## src/design/mrburst_defs.svh

```systemverilog
// Constants for the mode register and burst control block
`ifndef MRBURST_DEFS_SVH
`define MRBURST_DEFS_SVH
`define BL_LO 0
`define BL_HI 1
`define BT_BIT 3
`define CL_BIT 2
`define DLLRST_BIT 8
`define WR_LO 9
`define WR_HI 11
`define PPD_BIT 12
`define DLLDIS_BIT 0
`define DIC0_BIT 1
`define DIC1_BIT 5
`define RTT0_BIT 2
`define RTT1_BIT 6
`define RTT2_BIT 9
`define AL_LO 3
`define AL_HI 4
`define WLVL_BIT 7
`define TDQS_BIT 11
`define QOFF_BIT 12
`define BC_BIT 12
`define BL_FIX8 2'h0
`define BL_OTF 2'h1
`define BL_FIX4 2'h2
`define MR_RESET 16'h0000
`define WR_EARLY 4'h2
`define LAT_MAX 6'h3f
`endif

```

## src/design/mrburst_pkg.sv

```systemverilog
// Types shared by the mode register and burst control block
package mrburst_pkg;
    typedef struct packed {
        logic cs_b;
        logic ras_b;
        logic cas_b;
        logic we_b;
        logic [2:0] ba;
        logic [15:0] addr;
    } cmd_t;
    typedef struct packed {
        logic [2:0] col;
        logic valid;
        logic drive;
    } beat_t;
    typedef enum logic [1:0] {
        BURST_IDLE,
        BURST_READ,
        BURST_WRITE
    } burst_state_t;
endpackage

```

## src/design/mrburst_ctrl.sv

```systemverilog
// Mode registers MR0/MR1 decode and burst ordering of a DDR3 x8 device
//
// Overview of operation
// - Burst type bit selects sequential or interleaved
// - Length field: fixed chop, fixed eight, on-the-fly
// - Sequential read wraps inside groups of four
// - Interleaved read column is start XOR beat
// - Chop-four read tri-states last four slots
// - Chop-four write uses CA2 only, ascending
// - Eight-beat write ignores low column bits
// - Fixed chop write pulls write recovery in by two clocks
// - On-the-fly chop write keeps eight-beat timing
// - DLL reset bit clears itself when done
// - Write recovery field feeds auto-precharge timing
// - Precharge power-down DLL frozen or kept
// - MRS with bank one loads MR1
// - Self-refresh turns DLL off then on
// - Driver impedance from MR1 bits A1, A5
// - Commands delayed internally by additive latency
// - Output disable bit releases dq_oe; beat.drive still marks read beats
// - TDQS enable turns mask pin into strobe
// - MRS with bank zero loads MR0
`timescale 1ns/1ns
`include "mrburst_defs.svh"
module mrburst_ctrl (
    input wire logic clk,
    input wire logic rst_b,
    input wire mrburst_pkg::cmd_t cmd,
    input wire logic cke,
    input wire logic [5:0] cas_lat,
    input wire logic [5:0] cas_wr_lat,
    input wire logic dll_locked,
    output logic [15:0] mr0,
    output logic [15:0] mr1,
    output logic dll_reset,
    output logic dll_on,
    output logic [2:0] wr_recovery,
    output logic ppd_fast_exit,
    output logic [1:0] drive_imp,
    output logic [2:0] rtt_nom,
    output logic write_level,
    output logic tdqs_on,
    output logic dm_on,
    output logic [5:0] read_lat,
    output logic [5:0] write_lat,
    output mrburst_pkg::beat_t beat,
    output logic wr_internal,
    output logic wr_early,
    output logic rd_internal,
    output logic dq_oe
);
    // Pin inputs arrive from outside; two stages before any use
    // Limitation: the command word is not gray coded, so it must hold a full clock
    mrburst_pkg::cmd_t cmd_s1_r, cmd_r;
    logic cke_s1_r, cke_r, lock_s1_r, lock_r;
    always_ff @(posedge clk or negedge rst_b) begin
        if (!rst_b) begin
            cmd_s1_r <= '1;
            cmd_r <= '1;
            cke_s1_r <= 1'b0;
            cke_r <= 1'b0;
            lock_s1_r <= 1'b0;
            lock_r <= 1'b0;
        end else begin
            cmd_s1_r <= cmd;
            cmd_r <= cmd_s1_r;
            cke_s1_r <= cke;
            cke_r <= cke_s1_r;
            lock_s1_r <= dll_locked;
            lock_r <= lock_s1_r;
        end
    end

    // Command decode on the synchronised pins
    logic is_mrs, is_rd, is_wr, is_srent, mrs0, mrs1;
    assign is_mrs = ~cmd_r.cs_b & ~cmd_r.ras_b & ~cmd_r.cas_b & ~cmd_r.we_b;
    assign is_rd = ~cmd_r.cs_b & cmd_r.ras_b & ~cmd_r.cas_b & cmd_r.we_b;
    assign is_wr = ~cmd_r.cs_b & cmd_r.ras_b & ~cmd_r.cas_b & ~cmd_r.we_b;
    // Refresh command with CKE low enters self-refresh
    assign is_srent = ~cmd_r.cs_b & ~cmd_r.ras_b & ~cmd_r.cas_b & cmd_r.we_b & ~cke_r;
    assign mrs0 = is_mrs & (cmd_r.ba == 3'h0);
    assign mrs1 = is_mrs & (cmd_r.ba == 3'h1);

    // MR0 load; DLL reset bit self-clears when the lock completes
    always_ff @(posedge clk or negedge rst_b) begin
        if (!rst_b) begin
            mr0 <= `MR_RESET;
        end else if (mrs0) begin
            mr0 <= cmd_r.addr;
        end else if (mr0[`DLLRST_BIT] && lock_r) begin
            mr0[`DLLRST_BIT] <= 1'b0;
        end
    end

    // MR1 load
    always_ff @(posedge clk or negedge rst_b) begin
        if (!rst_b) begin
            mr1 <= `MR_RESET;
        end else if (mrs1) begin
            mr1 <= cmd_r.addr;
        end
    end

    // Self-refresh tracking; DLL auto off inside, on again at exit
    logic in_sr_r;
    always_ff @(posedge clk or negedge rst_b) begin
        if (!rst_b) begin
            in_sr_r <= 1'b0;
        end else if (is_srent) begin
            in_sr_r <= 1'b1;
        end else if (cke_r) begin
            in_sr_r <= 1'b0;
        end
    end

    // Static decode of the mode fields
    assign dll_reset = mr0[`DLLRST_BIT];
    assign dll_on = ~mr1[`DLLDIS_BIT] & ~in_sr_r;
    assign wr_recovery = mr0[`WR_HI:`WR_LO];
    assign ppd_fast_exit = mr0[`PPD_BIT];
    assign drive_imp = {mr1[`DIC1_BIT], mr1[`DIC0_BIT]};
    assign rtt_nom = {mr1[`RTT2_BIT], mr1[`RTT1_BIT], mr1[`RTT0_BIT]};
    assign write_level = mr1[`WLVL_BIT];
    assign tdqs_on = mr1[`TDQS_BIT];
    assign dm_on = ~mr1[`TDQS_BIT];

    // Additive latency: 0, CL-1, CL-2
    logic [5:0] al;
    always_comb begin
        case (mr1[`AL_HI:`AL_LO])
            2'h1: al = cas_lat - 6'h01;
            2'h2: al = cas_lat - 6'h02;
            default: al = 6'h00;
        endcase
    end
    assign read_lat = al + cas_lat;
    assign write_lat = al + cas_wr_lat;

    // Commands wait AL clocks before internal issue
    logic [5:0] al_cnt_r;
    logic pend_rd_r, pend_wr_r, pend_bc4_r;
    logic [2:0] pend_col_r;
    logic bc4_cmd;
    always_comb begin
        case (mr0[`BL_HI:`BL_LO])
            `BL_FIX4: bc4_cmd = 1'b1;
            `BL_OTF: bc4_cmd = ~cmd_r.addr[`BC_BIT];
            default: bc4_cmd = 1'b0;
        endcase
    end
    logic issue;
    assign issue = (pend_rd_r | pend_wr_r) && (al_cnt_r == 6'h00);
    always_ff @(posedge clk or negedge rst_b) begin
        if (!rst_b) begin
            al_cnt_r <= 6'h00;
            pend_rd_r <= 1'b0;
            pend_wr_r <= 1'b0;
            pend_bc4_r <= 1'b0;
            pend_col_r <= 3'h0;
        end else if (is_rd || is_wr) begin
            al_cnt_r <= al;
            pend_rd_r <= is_rd;
            pend_wr_r <= is_wr;
            pend_bc4_r <= bc4_cmd;
            pend_col_r <= cmd_r.addr[2:0];
        end else if (issue) begin
            pend_rd_r <= 1'b0;
            pend_wr_r <= 1'b0;
        end else if (al_cnt_r != 6'h00) begin
            al_cnt_r <= al_cnt_r - 6'h01;
        end
    end
    assign rd_internal = issue & pend_rd_r;
    assign wr_internal = issue & pend_wr_r;
    // Only a fixed chop pulls write recovery in by two clocks
    assign wr_early = wr_internal & (mr0[`BL_HI:`BL_LO] == `BL_FIX4);

    // Beat sequencer: one beat slot per clock
    mrburst_pkg::burst_state_t state_r;
    logic [2:0] beat_r, start_r;
    logic bc4_r, ilv_r;
    always_ff @(posedge clk or negedge rst_b) begin
        if (!rst_b) begin
            state_r <= mrburst_pkg::BURST_IDLE;
            beat_r <= 3'h0;
            start_r <= 3'h0;
            bc4_r <= 1'b0;
            ilv_r <= 1'b0;
        end else begin
            case (state_r)
                mrburst_pkg::BURST_IDLE: begin
                    if (issue) begin
                        state_r <= pend_rd_r ? mrburst_pkg::BURST_READ
                                             : mrburst_pkg::BURST_WRITE;
                        beat_r <= 3'h0;
                        // Writes drop low column bits: CA2 for chop, none for eight
                        if (pend_wr_r) begin
                            start_r <= pend_bc4_r ? {pend_col_r[2], 2'h0} : 3'h0;
                        end else begin
                            start_r <= pend_col_r;
                        end
                        bc4_r <= pend_bc4_r;
                        ilv_r <= mr0[`BT_BIT];
                    end
                end
                default: begin
                    beat_r <= beat_r + 3'h1;
                    if (beat_r == 3'h7) begin
                        state_r <= mrburst_pkg::BURST_IDLE;
                    end
                end
            endcase
        end
    end

    // Column for the current beat
    logic [2:0] col_c;
    always_comb begin
        if (state_r == mrburst_pkg::BURST_WRITE) begin
            col_c = start_r + beat_r;
        end else if (ilv_r) begin
            col_c = start_r ^ beat_r;
        end else begin
            // Wrap inside group of four, then switch group
            col_c = {start_r[2] ^ beat_r[2], start_r[1:0] + beat_r[1:0]};
        end
    end

    // Registered beat outputs
    logic live_c;
    assign live_c = (state_r != mrburst_pkg::BURST_IDLE) && !(bc4_r && beat_r[2]);
    always_ff @(posedge clk or negedge rst_b) begin
        if (!rst_b) begin
            beat <= '0;
            dq_oe <= 1'b0;
        end else begin
            beat.col <= col_c;
            beat.valid <= live_c;
            beat.drive <= live_c && (state_r == mrburst_pkg::BURST_READ);
            // Output disable overrides dq_oe read drive; beat.drive is not gated
            dq_oe <= live_c && (state_r == mrburst_pkg::BURST_READ)
                     && !mr1[`QOFF_BIT];
        end
    end

    // Checks on the mode registers and the self-clearing reset bit
    chk_mr0_load: assert property (@(posedge clk) disable iff (!rst_b)
        mrs0 |=> mr0 == $past(cmd_r.addr)) else $error("mr0 not loaded");
    chk_mr1_load: assert property (@(posedge clk) disable iff (!rst_b)
        mrs1 |=> mr1 == $past(cmd_r.addr)) else $error("mr1 not loaded");
    // An MRS to any other bank code must leave both registers untouched
    chk_mr0_keep: assert property (@(posedge clk) disable iff (!rst_b)
        (!mrs0 && !(mr0[`DLLRST_BIT] && lock_r)) |=> $stable(mr0))
        else $error("mr0 changed without a load");
    chk_mr1_keep: assert property (@(posedge clk) disable iff (!rst_b)
        !mrs1 |=> $stable(mr1)) else $error("mr1 changed without a load");
    chk_dll_clear: assert property (@(posedge clk) disable iff (!rst_b)
        (dll_reset && lock_r && !mrs0) |=> !dll_reset) else $error("dll reset stuck");
    chk_dll_hold: assert property (@(posedge clk) disable iff (!rst_b)
        (dll_reset && !lock_r && !mrs0) |=> dll_reset)
        else $error("dll reset cleared before lock");

    // Self-refresh parks the loop; exit restores what MR1 asks for
    chk_sr_dll_off: assert property (@(posedge clk) disable iff (!rst_b)
        is_srent |=> !dll_on) else $error("dll left on in self-refresh");
    chk_sr_dll_back: assert property (@(posedge clk) disable iff (!rst_b)
        (in_sr_r && cke_r && !is_srent && !mrs1) |=> dll_on == !mr1[`DLLDIS_BIT])
        else $error("dll not restored at self-refresh exit");

    // Burst length chosen per command
    chk_len_fix4: assert property (@(posedge clk) disable iff (!rst_b)
        ((is_rd || is_wr) && mr0[`BL_HI:`BL_LO] == `BL_FIX4) |=> pend_bc4_r)
        else $error("fixed chop not applied");
    chk_len_fix8: assert property (@(posedge clk) disable iff (!rst_b)
        ((is_rd || is_wr) && mr0[`BL_HI:`BL_LO] == `BL_FIX8) |=> !pend_bc4_r)
        else $error("fixed eight chopped");
    chk_len_otf: assert property (@(posedge clk) disable iff (!rst_b)
        ((is_rd || is_wr) && mr0[`BL_HI:`BL_LO] == `BL_OTF)
        |=> pend_bc4_r == !$past(cmd_r.addr[`BC_BIT]))
        else $error("on-the-fly length wrong");
    chk_burst_len: assert property (@(posedge clk) disable iff (!rst_b)
        (state_r == mrburst_pkg::BURST_IDLE && issue)
        |=> (state_r != mrburst_pkg::BURST_IDLE) [*8]) else $error("burst too short");

    // Additive latency before internal issue
    chk_al_zero_rd: assert property (@(posedge clk) disable iff (!rst_b)
        (is_rd && al == 6'h00) |=> rd_internal) else $error("read issued late");
    chk_al_zero_wr: assert property (@(posedge clk) disable iff (!rst_b)
        (is_wr && al == 6'h00) |=> wr_internal) else $error("write issued late");
    // Four clocks of additive latency: command, four quiet cycles, then issue
    chk_al_delay: assert property (@(posedge clk) disable iff (!rst_b)
        (is_rd && al == 6'h04) ##1 !(is_rd || is_wr) [*4] |=> rd_internal)
        else $error("additive latency wrong");

    // Write timing reference depends on how the chop was chosen
    chk_early_fix: assert property (@(posedge clk) disable iff (!rst_b)
        wr_early |-> mr0[`BL_HI:`BL_LO] == `BL_FIX4) else $error("early write wrong");
    chk_early_set: assert property (@(posedge clk) disable iff (!rst_b)
        (wr_internal && mr0[`BL_HI:`BL_LO] == `BL_FIX4) |-> wr_early)
        else $error("fixed chop write not early");
    chk_otf_late: assert property (@(posedge clk) disable iff (!rst_b)
        (wr_internal && mr0[`BL_HI:`BL_LO] == `BL_OTF) |-> !wr_early)
        else $error("on-the-fly write pulled in");

    // Start column latched at issue
    chk_rd_start: assert property (@(posedge clk) disable iff (!rst_b)
        (state_r == mrburst_pkg::BURST_IDLE && issue && pend_rd_r)
        |=> start_r == $past(pend_col_r)) else $error("read start column lost");
    chk_wr4_start: assert property (@(posedge clk) disable iff (!rst_b)
        (state_r == mrburst_pkg::BURST_IDLE && issue && pend_wr_r && pend_bc4_r)
        |=> start_r == {$past(pend_col_r[2]), 2'h0})
        else $error("chop write start wrong");
    chk_wr8_start: assert property (@(posedge clk) disable iff (!rst_b)
        (state_r == mrburst_pkg::BURST_IDLE && issue && pend_wr_r && !pend_bc4_r)
        |=> start_r == 3'h0) else $error("eight-beat write start not zero");
    chk_wr_start: assert property (@(posedge clk) disable iff (!rst_b)
        (state_r == mrburst_pkg::BURST_WRITE) |-> start_r[1:0] == 2'h0)
        else $error("write start not aligned");

    // Beat order inside the burst
    chk_ilv_order: assert property (@(posedge clk) disable iff (!rst_b)
        (state_r == mrburst_pkg::BURST_READ && ilv_r) |-> col_c == (start_r ^ beat_r))
        else $error("interleave order wrong");
    chk_seq_group: assert property (@(posedge clk) disable iff (!rst_b)
        (state_r == mrburst_pkg::BURST_READ && !ilv_r && beat_r == 3'h4)
        |-> col_c[2] != start_r[2]) else $error("sequential group wrong");

    // Output drivers: chop tail, writes and output disable stay quiet
    chk_chop_tristate: assert property (@(posedge clk) disable iff (!rst_b)
        (bc4_r && beat_r[2]) |=> !dq_oe) else $error("chop drives late slots");
    chk_chop_valid: assert property (@(posedge clk) disable iff (!rst_b)
        (bc4_r && beat_r[2]) |=> !beat.valid) else $error("chop keeps late beats");
    chk_rd_drive: assert property (@(posedge clk) disable iff (!rst_b)
        (state_r == mrburst_pkg::BURST_READ && !(bc4_r && beat_r[2]) && !mr1[`QOFF_BIT])
        |=> dq_oe) else $error("read beat not driven");
    chk_wr_quiet: assert property (@(posedge clk) disable iff (!rst_b)
        (state_r == mrburst_pkg::BURST_WRITE) |=> !dq_oe && !beat.drive)
        else $error("write drives the data pins");
    chk_qoff_quiet: assert property (@(posedge clk) disable iff (!rst_b)
        $past(mr1[`QOFF_BIT]) |-> !dq_oe) else $error("output disable ignored");

    // Main scenarios
    cov_read: cover property (@(posedge clk) rd_internal);
    cov_write: cover property (@(posedge clk) wr_internal);
    cov_chop: cover property (@(posedge clk) bc4_r && beat_r == 3'h4);
    cov_otf_chop: cover property (@(posedge clk)
        (is_rd || is_wr) && mr0[`BL_HI:`BL_LO] == `BL_OTF && !cmd_r.addr[`BC_BIT]);
    cov_sr: cover property (@(posedge clk) in_sr_r);
endmodule

```

## config.mk

```make
export PLATFORM = sky130hd
export DESIGN_NAME = mrburst_ctrl
export DESIGN_NICKNAME = d
export VERILOG_FILES = /design/src/design/mrburst_pkg.sv /design/src/design/mrburst_ctrl.sv
export VERILOG_INCLUDE_DIRS = /design/src /design/src/design
export SDC_FILE = /design/constraint.sdc
export NUM_CORES = 1
export LEC_CHECK = 0
export BUFFER_PORTS_ARGS = -buffer_cell sky130_fd_sc_hd__buf_4
export CAP_MARGIN = 20
export CELL_PAD_IN_SITES_DETAIL_PLACEMENT = 1
export CELL_PAD_IN_SITES_GLOBAL_PLACEMENT = 2
export CORE_ASPECT_RATIO = 2
export CORE_UTILIZATION = 36
export CTS_BUF_LIST = sky130_fd_sc_hd__clkbuf_16
export CTS_CLUSTER_SIZE = 24
export DETAILED_ROUTE_END_ITERATION = 10
export PLACE_DENSITY_LB_ADDON = 0.1
export SYNTH_ARGS = -nofsm -noshare
export SYNTH_HDL_FRONTEND = slang
export SYNTH_SLANG_ARGS = --single-unit
```

## constraint.sdc

```tcl
create_clock -name clk -period 4.4 [get_ports clk]
set_clock_uncertainty 0.2 [all_clocks]
set_input_delay 0.88 -clock clk [delete_from_list [all_inputs] [get_ports clk]]
set_output_delay 0.88 -clock clk [all_outputs]
set_load 0.01 [all_outputs]
```

== Yosys cells after proc, flatten, opt, wreduce, memory -nomap -nowiden ==
Cells that the tools add are included.

* Flip-flop bits (word level): 111
* Bits in latches: 0
* RAM bits: 0
* ROM bits: 0
* Input port bits: 39
* Output and inout port bits: 67
* Memories: 0

* $add $sub $neg: 8
* Multipliers: 0
* Div/mod/pow operators: 0
* $lt $le $gt $ge: 0
* Equality and inequality tests: 10
* Shift-type cells: 0
* Muxes and demuxes: 22
* Bitwise operators: 27
* Reduce and logical (&&, ||, !) cells: 22

{| class="wikitable"
|+ Operators by type and width
! operator !! count
|-
| 3-bit 2-to-1 mux || 6
|-
| 6-bit 2-to-1 mux || 3
|-
| 1-bit AND || 15
|-
| 6-bit adder || 2
|-
| 6-bit one-hot mux with 2 select lines || 1
|-
| 2-bit nonzero test || 6
|-
| 6-bit by 1-bit subtractor with 6-bit output, second input constant || 2
|-
| 1-bit inverter || 9
|-
| 2-bit 2-to-1 mux || 4
|-
| 1-bit 2-to-1 mux || 7
|-
| 2-bit by 1-bit == test with 1-bit output, second input constant || 3
|-
| 2-bit == test, second input constant || 3
|-
| 1-bit logical AND || 6
|-
| 6-bit logical NOT || 1
|-
| 2-bit AND reduction || 3
|-
| 6-bit nonzero test || 1
|-
| 6-bit by 2-bit subtractor with 6-bit output, second input constant || 1
|-
| 3-bit by 1-bit adder with 3-bit output, second input constant || 1
|-
| 3-bit adder || 1
|-
| 3-bit by 1-bit == test with 1-bit output, second input constant || 1
|-
| 3-bit == test, second input constant || 1
|-
| 3-bit logical NOT || 1
|-
| 3-bit bitwise XOR || 1
|-
| 2-bit adder || 1
|-
| other kinds (8) || 9
|}

== Longest topological paths before layout ==
* Depth after elaboration: 7
* Gate-level depth with buffers: 11

== Worst setup path before layout ==
OpenSTA, ideal clock, no wires.

* Path kind: input to output
* Start point: input cas_lat[0]
* End point: output write_lat[5]
* Data arrival time: 3.039 ns
* Required time: 3.320 ns
* Path slack: 0.281 ns
* Stages on the path: 10
* Buffers on the path: 1
* Cells stage by stage: clkbuf_1 inv_1 ha_1 nand2b_1 a21oi_1 ha_1 a211oi_1 o21bai_1 a21oi_1 xnor3_1

* Longest elaborated chain between the ends: 3
* Elaborated cells between the ends (all ways): 4
* Those cells by class: add/sub (3); mux (1)

{| class="wikitable"
|+ Ends and longest elaborated chain
! element !! line !! RTL
|-
| start: declaration || mrburst_ctrl.sv:30 || <nowiki>input wire logic [5:0] cas_lat,</nowiki>
|-
| 6-bit by 2-bit subtractor with 6-bit output or 6-bit by 1-bit subtractor with 6-bit output (tied branches) || mrburst_ctrl.sv:132, mrburst_ctrl.sv:131 ||
|-
| 6-bit one-hot mux with 2 select lines * || mrburst_ctrl.sv:130 || <nowiki>case (mr1[`AL_HI:`AL_LO])</nowiki>
|-
| 6-bit adder * || mrburst_ctrl.sv:137 || <nowiki>assign write_lat = al + cas_wr_lat;</nowiki>
|-
| end: declaration || mrburst_ctrl.sv:45 || <nowiki>output logic [5:0] write_lat,</nowiki>
|}

Mark *: on every way between the ends. The rest lies on a longest branch, timed or not.

== Worst setup path in the final report ==
* Start point: input cas_lat[1]
* End point: output write_lat[5]

The elaborated chain is that of the path after synthesis.

==> results.md <==
* Detailed router's first-iteration violation count at 67
* Port bufs at 105
* Clock Sink Count at 111
* Vias at 3039
* DRT Wirelength at 10.26 mm
* Crit path required time at 3320 ps
* Worst slack at placement at 26.79 ps
* CTS tree: done
* Power per standard cell area at 479.0 nW/um^2
* Gr ovfl total at 0
* Largest net degree at the start of global routing at 64
* Multiplexer share of the synthesized area at 10.23%
* Share of the synthesized area in the top cell type at 34.63%
* Critical path class: input port to output port
* DRT Pass-1 Iters at 4
* Most common cell after layout, fill and taps aside: buf_4
* Slew Viols, Final at 0
* Global-route wire length before repair at 16.19 mm
* Worst Setup Slack, final at 180.2 ps
* Mapped Nets at 418
* R2R Setup Slk at 2020 ps
* Yosys cell types at 48
* Hold Crit Start: cke_s1_r
* Unrepaired setup endpoints after global routing: false
* Hold Path Stages at 0
* Status: completed
* Post-Synth Simple-Gate Area at 7.672%
* CTS root buffer: clkbuf_16
* Vias in the first global route at 3204
* Yosys top cell by area: dfrtp_1
* Startpoint types: input port
* Post-DRT Antenna Nets at 0
* Multi-input gate area at 1633 sq um
* Endpoints failing setup at 0
* FFs w/ async S/R, synth at 100.0%
* Mapped Area at 4697 sq um
* Share of cells above drive strength 1 at 48.48%
* Clock transition at path regs at 70 ps
* Least-Margin Pin Slew at 839.1 ps
* Die area at 13540 sq um
* Cells after synthesis at 355
* Adder-Cell Fraction of Synth Area at 6.873%
* Final core utilization at 46.42%
* Post-CTS Setup Repair Bufs at 0
* Worst-Skew Late Latency at 340 ps
* Maximum clock frequency at 0.2370 GHz
* # DRC at 0
* GRT Total Usage at 16.55%
* Clock buffer depth at 2
* Worst reg2reg path startpoint: cmd_r[22]
* Static leakage at 0.002791 uW
* Yosys warnings at 0
* Post-Syn Area per Cell at 13.23 sq um
* Synth Flop Type: dfrtp_1
* Main combinational cell family by area after synthesis: multiplexers
* Post-synthesis sequential area ratio at 60.36%
* Die W at 82.77 microns
* Final Hold Fails at 0
* FF-to-FF path depth at 4
* MaxCap Viol Count at 0
* WL/cell at 16.83 microns
* Initial Util at 37.20%
* Area grow syn2layout at 24.80%
* Area after DPL at 5564 sq um
* TNS Setup at 0 ps
* Reg2Reg Capture Point: mr0[7]
* Post-Synth XOR/XNOR Area at 2.531%
* Number of CTS-inserted buffers at 9
* Worst min path class: register to register
* Via density at 4.982
* Period utilization at 95.90%
* Ant diodes at 0
* Initial antenna violation count at 0
* Fin area at 5862 sq um
* Setup crit end kind: output port
* Most frequent cells in the layout: 111 x buf_4, 65 x dfrtp_1, 46 x dfstp_2
* Final non-filler cell total at 610
* Max_slew headroom at 44.06%
* Die Span Y at 163.5 microns
* Core ar. at 12630 sq um
* HPWL Detailed at 7.871 mm
* Crit path arrival time at 3140 ps
* FF+latch count, synth at 111
* Number of fill cells at 1363
* I/O Pins at 106
* Synth top area cells: dfrtp_1 35%, dfstp_2 26%, mux2_2 8.6%
* CP max FO at 5
* Post-synth EDFFs at 0
* Placed Cells at 594
* Gpl congestion at 0.7436
* # rows at 58
* H-tree levels at 3
* Final min period at 4220 ps
* Worst vdd ir at 0.2429 mV
* Sequential cell area at 2835 sq um
* WHS Endpoint: cke_r
* Nets@finish at 518
* Compound-Gate Fraction of Synth Area at 7.139%
## routing by layer
layer  wire length, microns  global-route usage [%]
met1                   3541                   16.48
met2                   6090                   31.33
met3                    413                   3.911
met4                    218                   6.426
met5                      0                       0
## power by group
part / internal, uW / switching [uW] / leakage, uW
logic: 368 / 356 / 0.00133
clock network: 391 / 376 / 0.000133
registers: 1200 / 119 / 0.00133
## cell usage after synthesis (2+ instances only)
cell and number:
a211oi_1 2, a21boi_0 2, a21o_1 3, a21oi_1 16, a31oi_1 3, and2_1 3, buf_4 13, buf_6 3
clkbuf_1 6, dfrtp_1 65, dfstp_2 46, fa_1 3, ha_1 21, inv_1 24, mux2_2 36, mux2_4 3
mux2i_1 3, nand2_1 18, nand2b_1 5, nand3b_1 2, nor2_1 13, nor2b_1 5, nor3_1 3, nor4_1 3
o211ai_1 3, o21a_1 3, o21ai_0 13, o22ai_1 4, o31ai_1 2, or2_2 2, xnor2_1 8, xor2_1 3
## metrics by stage
step           hold WS (ps)  power (uW)
4_1_cts               155.2        2860
5_1_grt               158.7        2986
2_1_floorplan         131.2        1749
3_5_place_dp          136.4        2079
3_3_place_gp          131.1        2048
6_report              153.0        2808
## layout make-up
class                           count  share of cell area (%)
Sequential cell                   111                   48.37
Multi-Input combinational cell    198                   27.85
Timing Repair Buffer              111                   14.22
Clock buffer                        9                   3.842
Tap cell                          150                   3.202
Inverter                           24                   1.537
Clock inverter                      7                  0.9819
## how the worst max path moves through the flow
stage	slack (ps)	start	end	cells past startpoint
6_report	180	cas_lat[1]	write_lat[5]	13
5_1_grt	10	cas_lat[1]	write_lat[5]	13
4_1_cts	20	cas_lat[1]	write_lat[5]	11
3_5_place_dp	30	cas_lat[1]	write_lat[5]	11
3_3_place_gp	110	cas_lat[1]	write_lat[5]	11
2_1_floorplan	280	cas_lat[0]	write_lat[5]	10
## state kept, by name, summed over array words and instances, names as in the netlist
register    count
cmd_r          23
cmd_s1_r       23
mr0            16
mr1            16
al_cnt_r        6
beat            5
beat_r          3
pend_col_r      3
start_r         3
state_r         2
bc4_r           1
cke_r           1
cke_s1_r        1
dq_oe           1
ilv_r           1
in_sr_r         1
lock_r          1
lock_s1_r       1
pend_bc4_r      1
pend_rd_r       1
pend_wr_r       1
## critical path: stages
cell and delay, ps:
buf_4 120, inv_1 150, ha_1 280, nand2_1 70, a31oi_1 200, nor4_2 80
buf_4 170, ha_1 320, o21ai_0 100, o21bai_1 80, a21oi_1 190, xnor3_1 330
buf_4 150
## kinds of logic after synthesis
kind of cell,count (synthesis)
AO/OA/AOI/OAI,55
XOR/XNOR,12
adder cells (fa/ha/maj),24
buffers and inverters,46
flip-flops,111
multiplexers,42
AND/OR/NAND/NOR,65
## repair_timing
action / 4_1_cts / 5_1_grt
setup endpoints to repair: 0 / 1
hold buffers: 0 / 0
resized for setup: 0 / 4
Note: power is estimated with default switching activity, not from simulation.
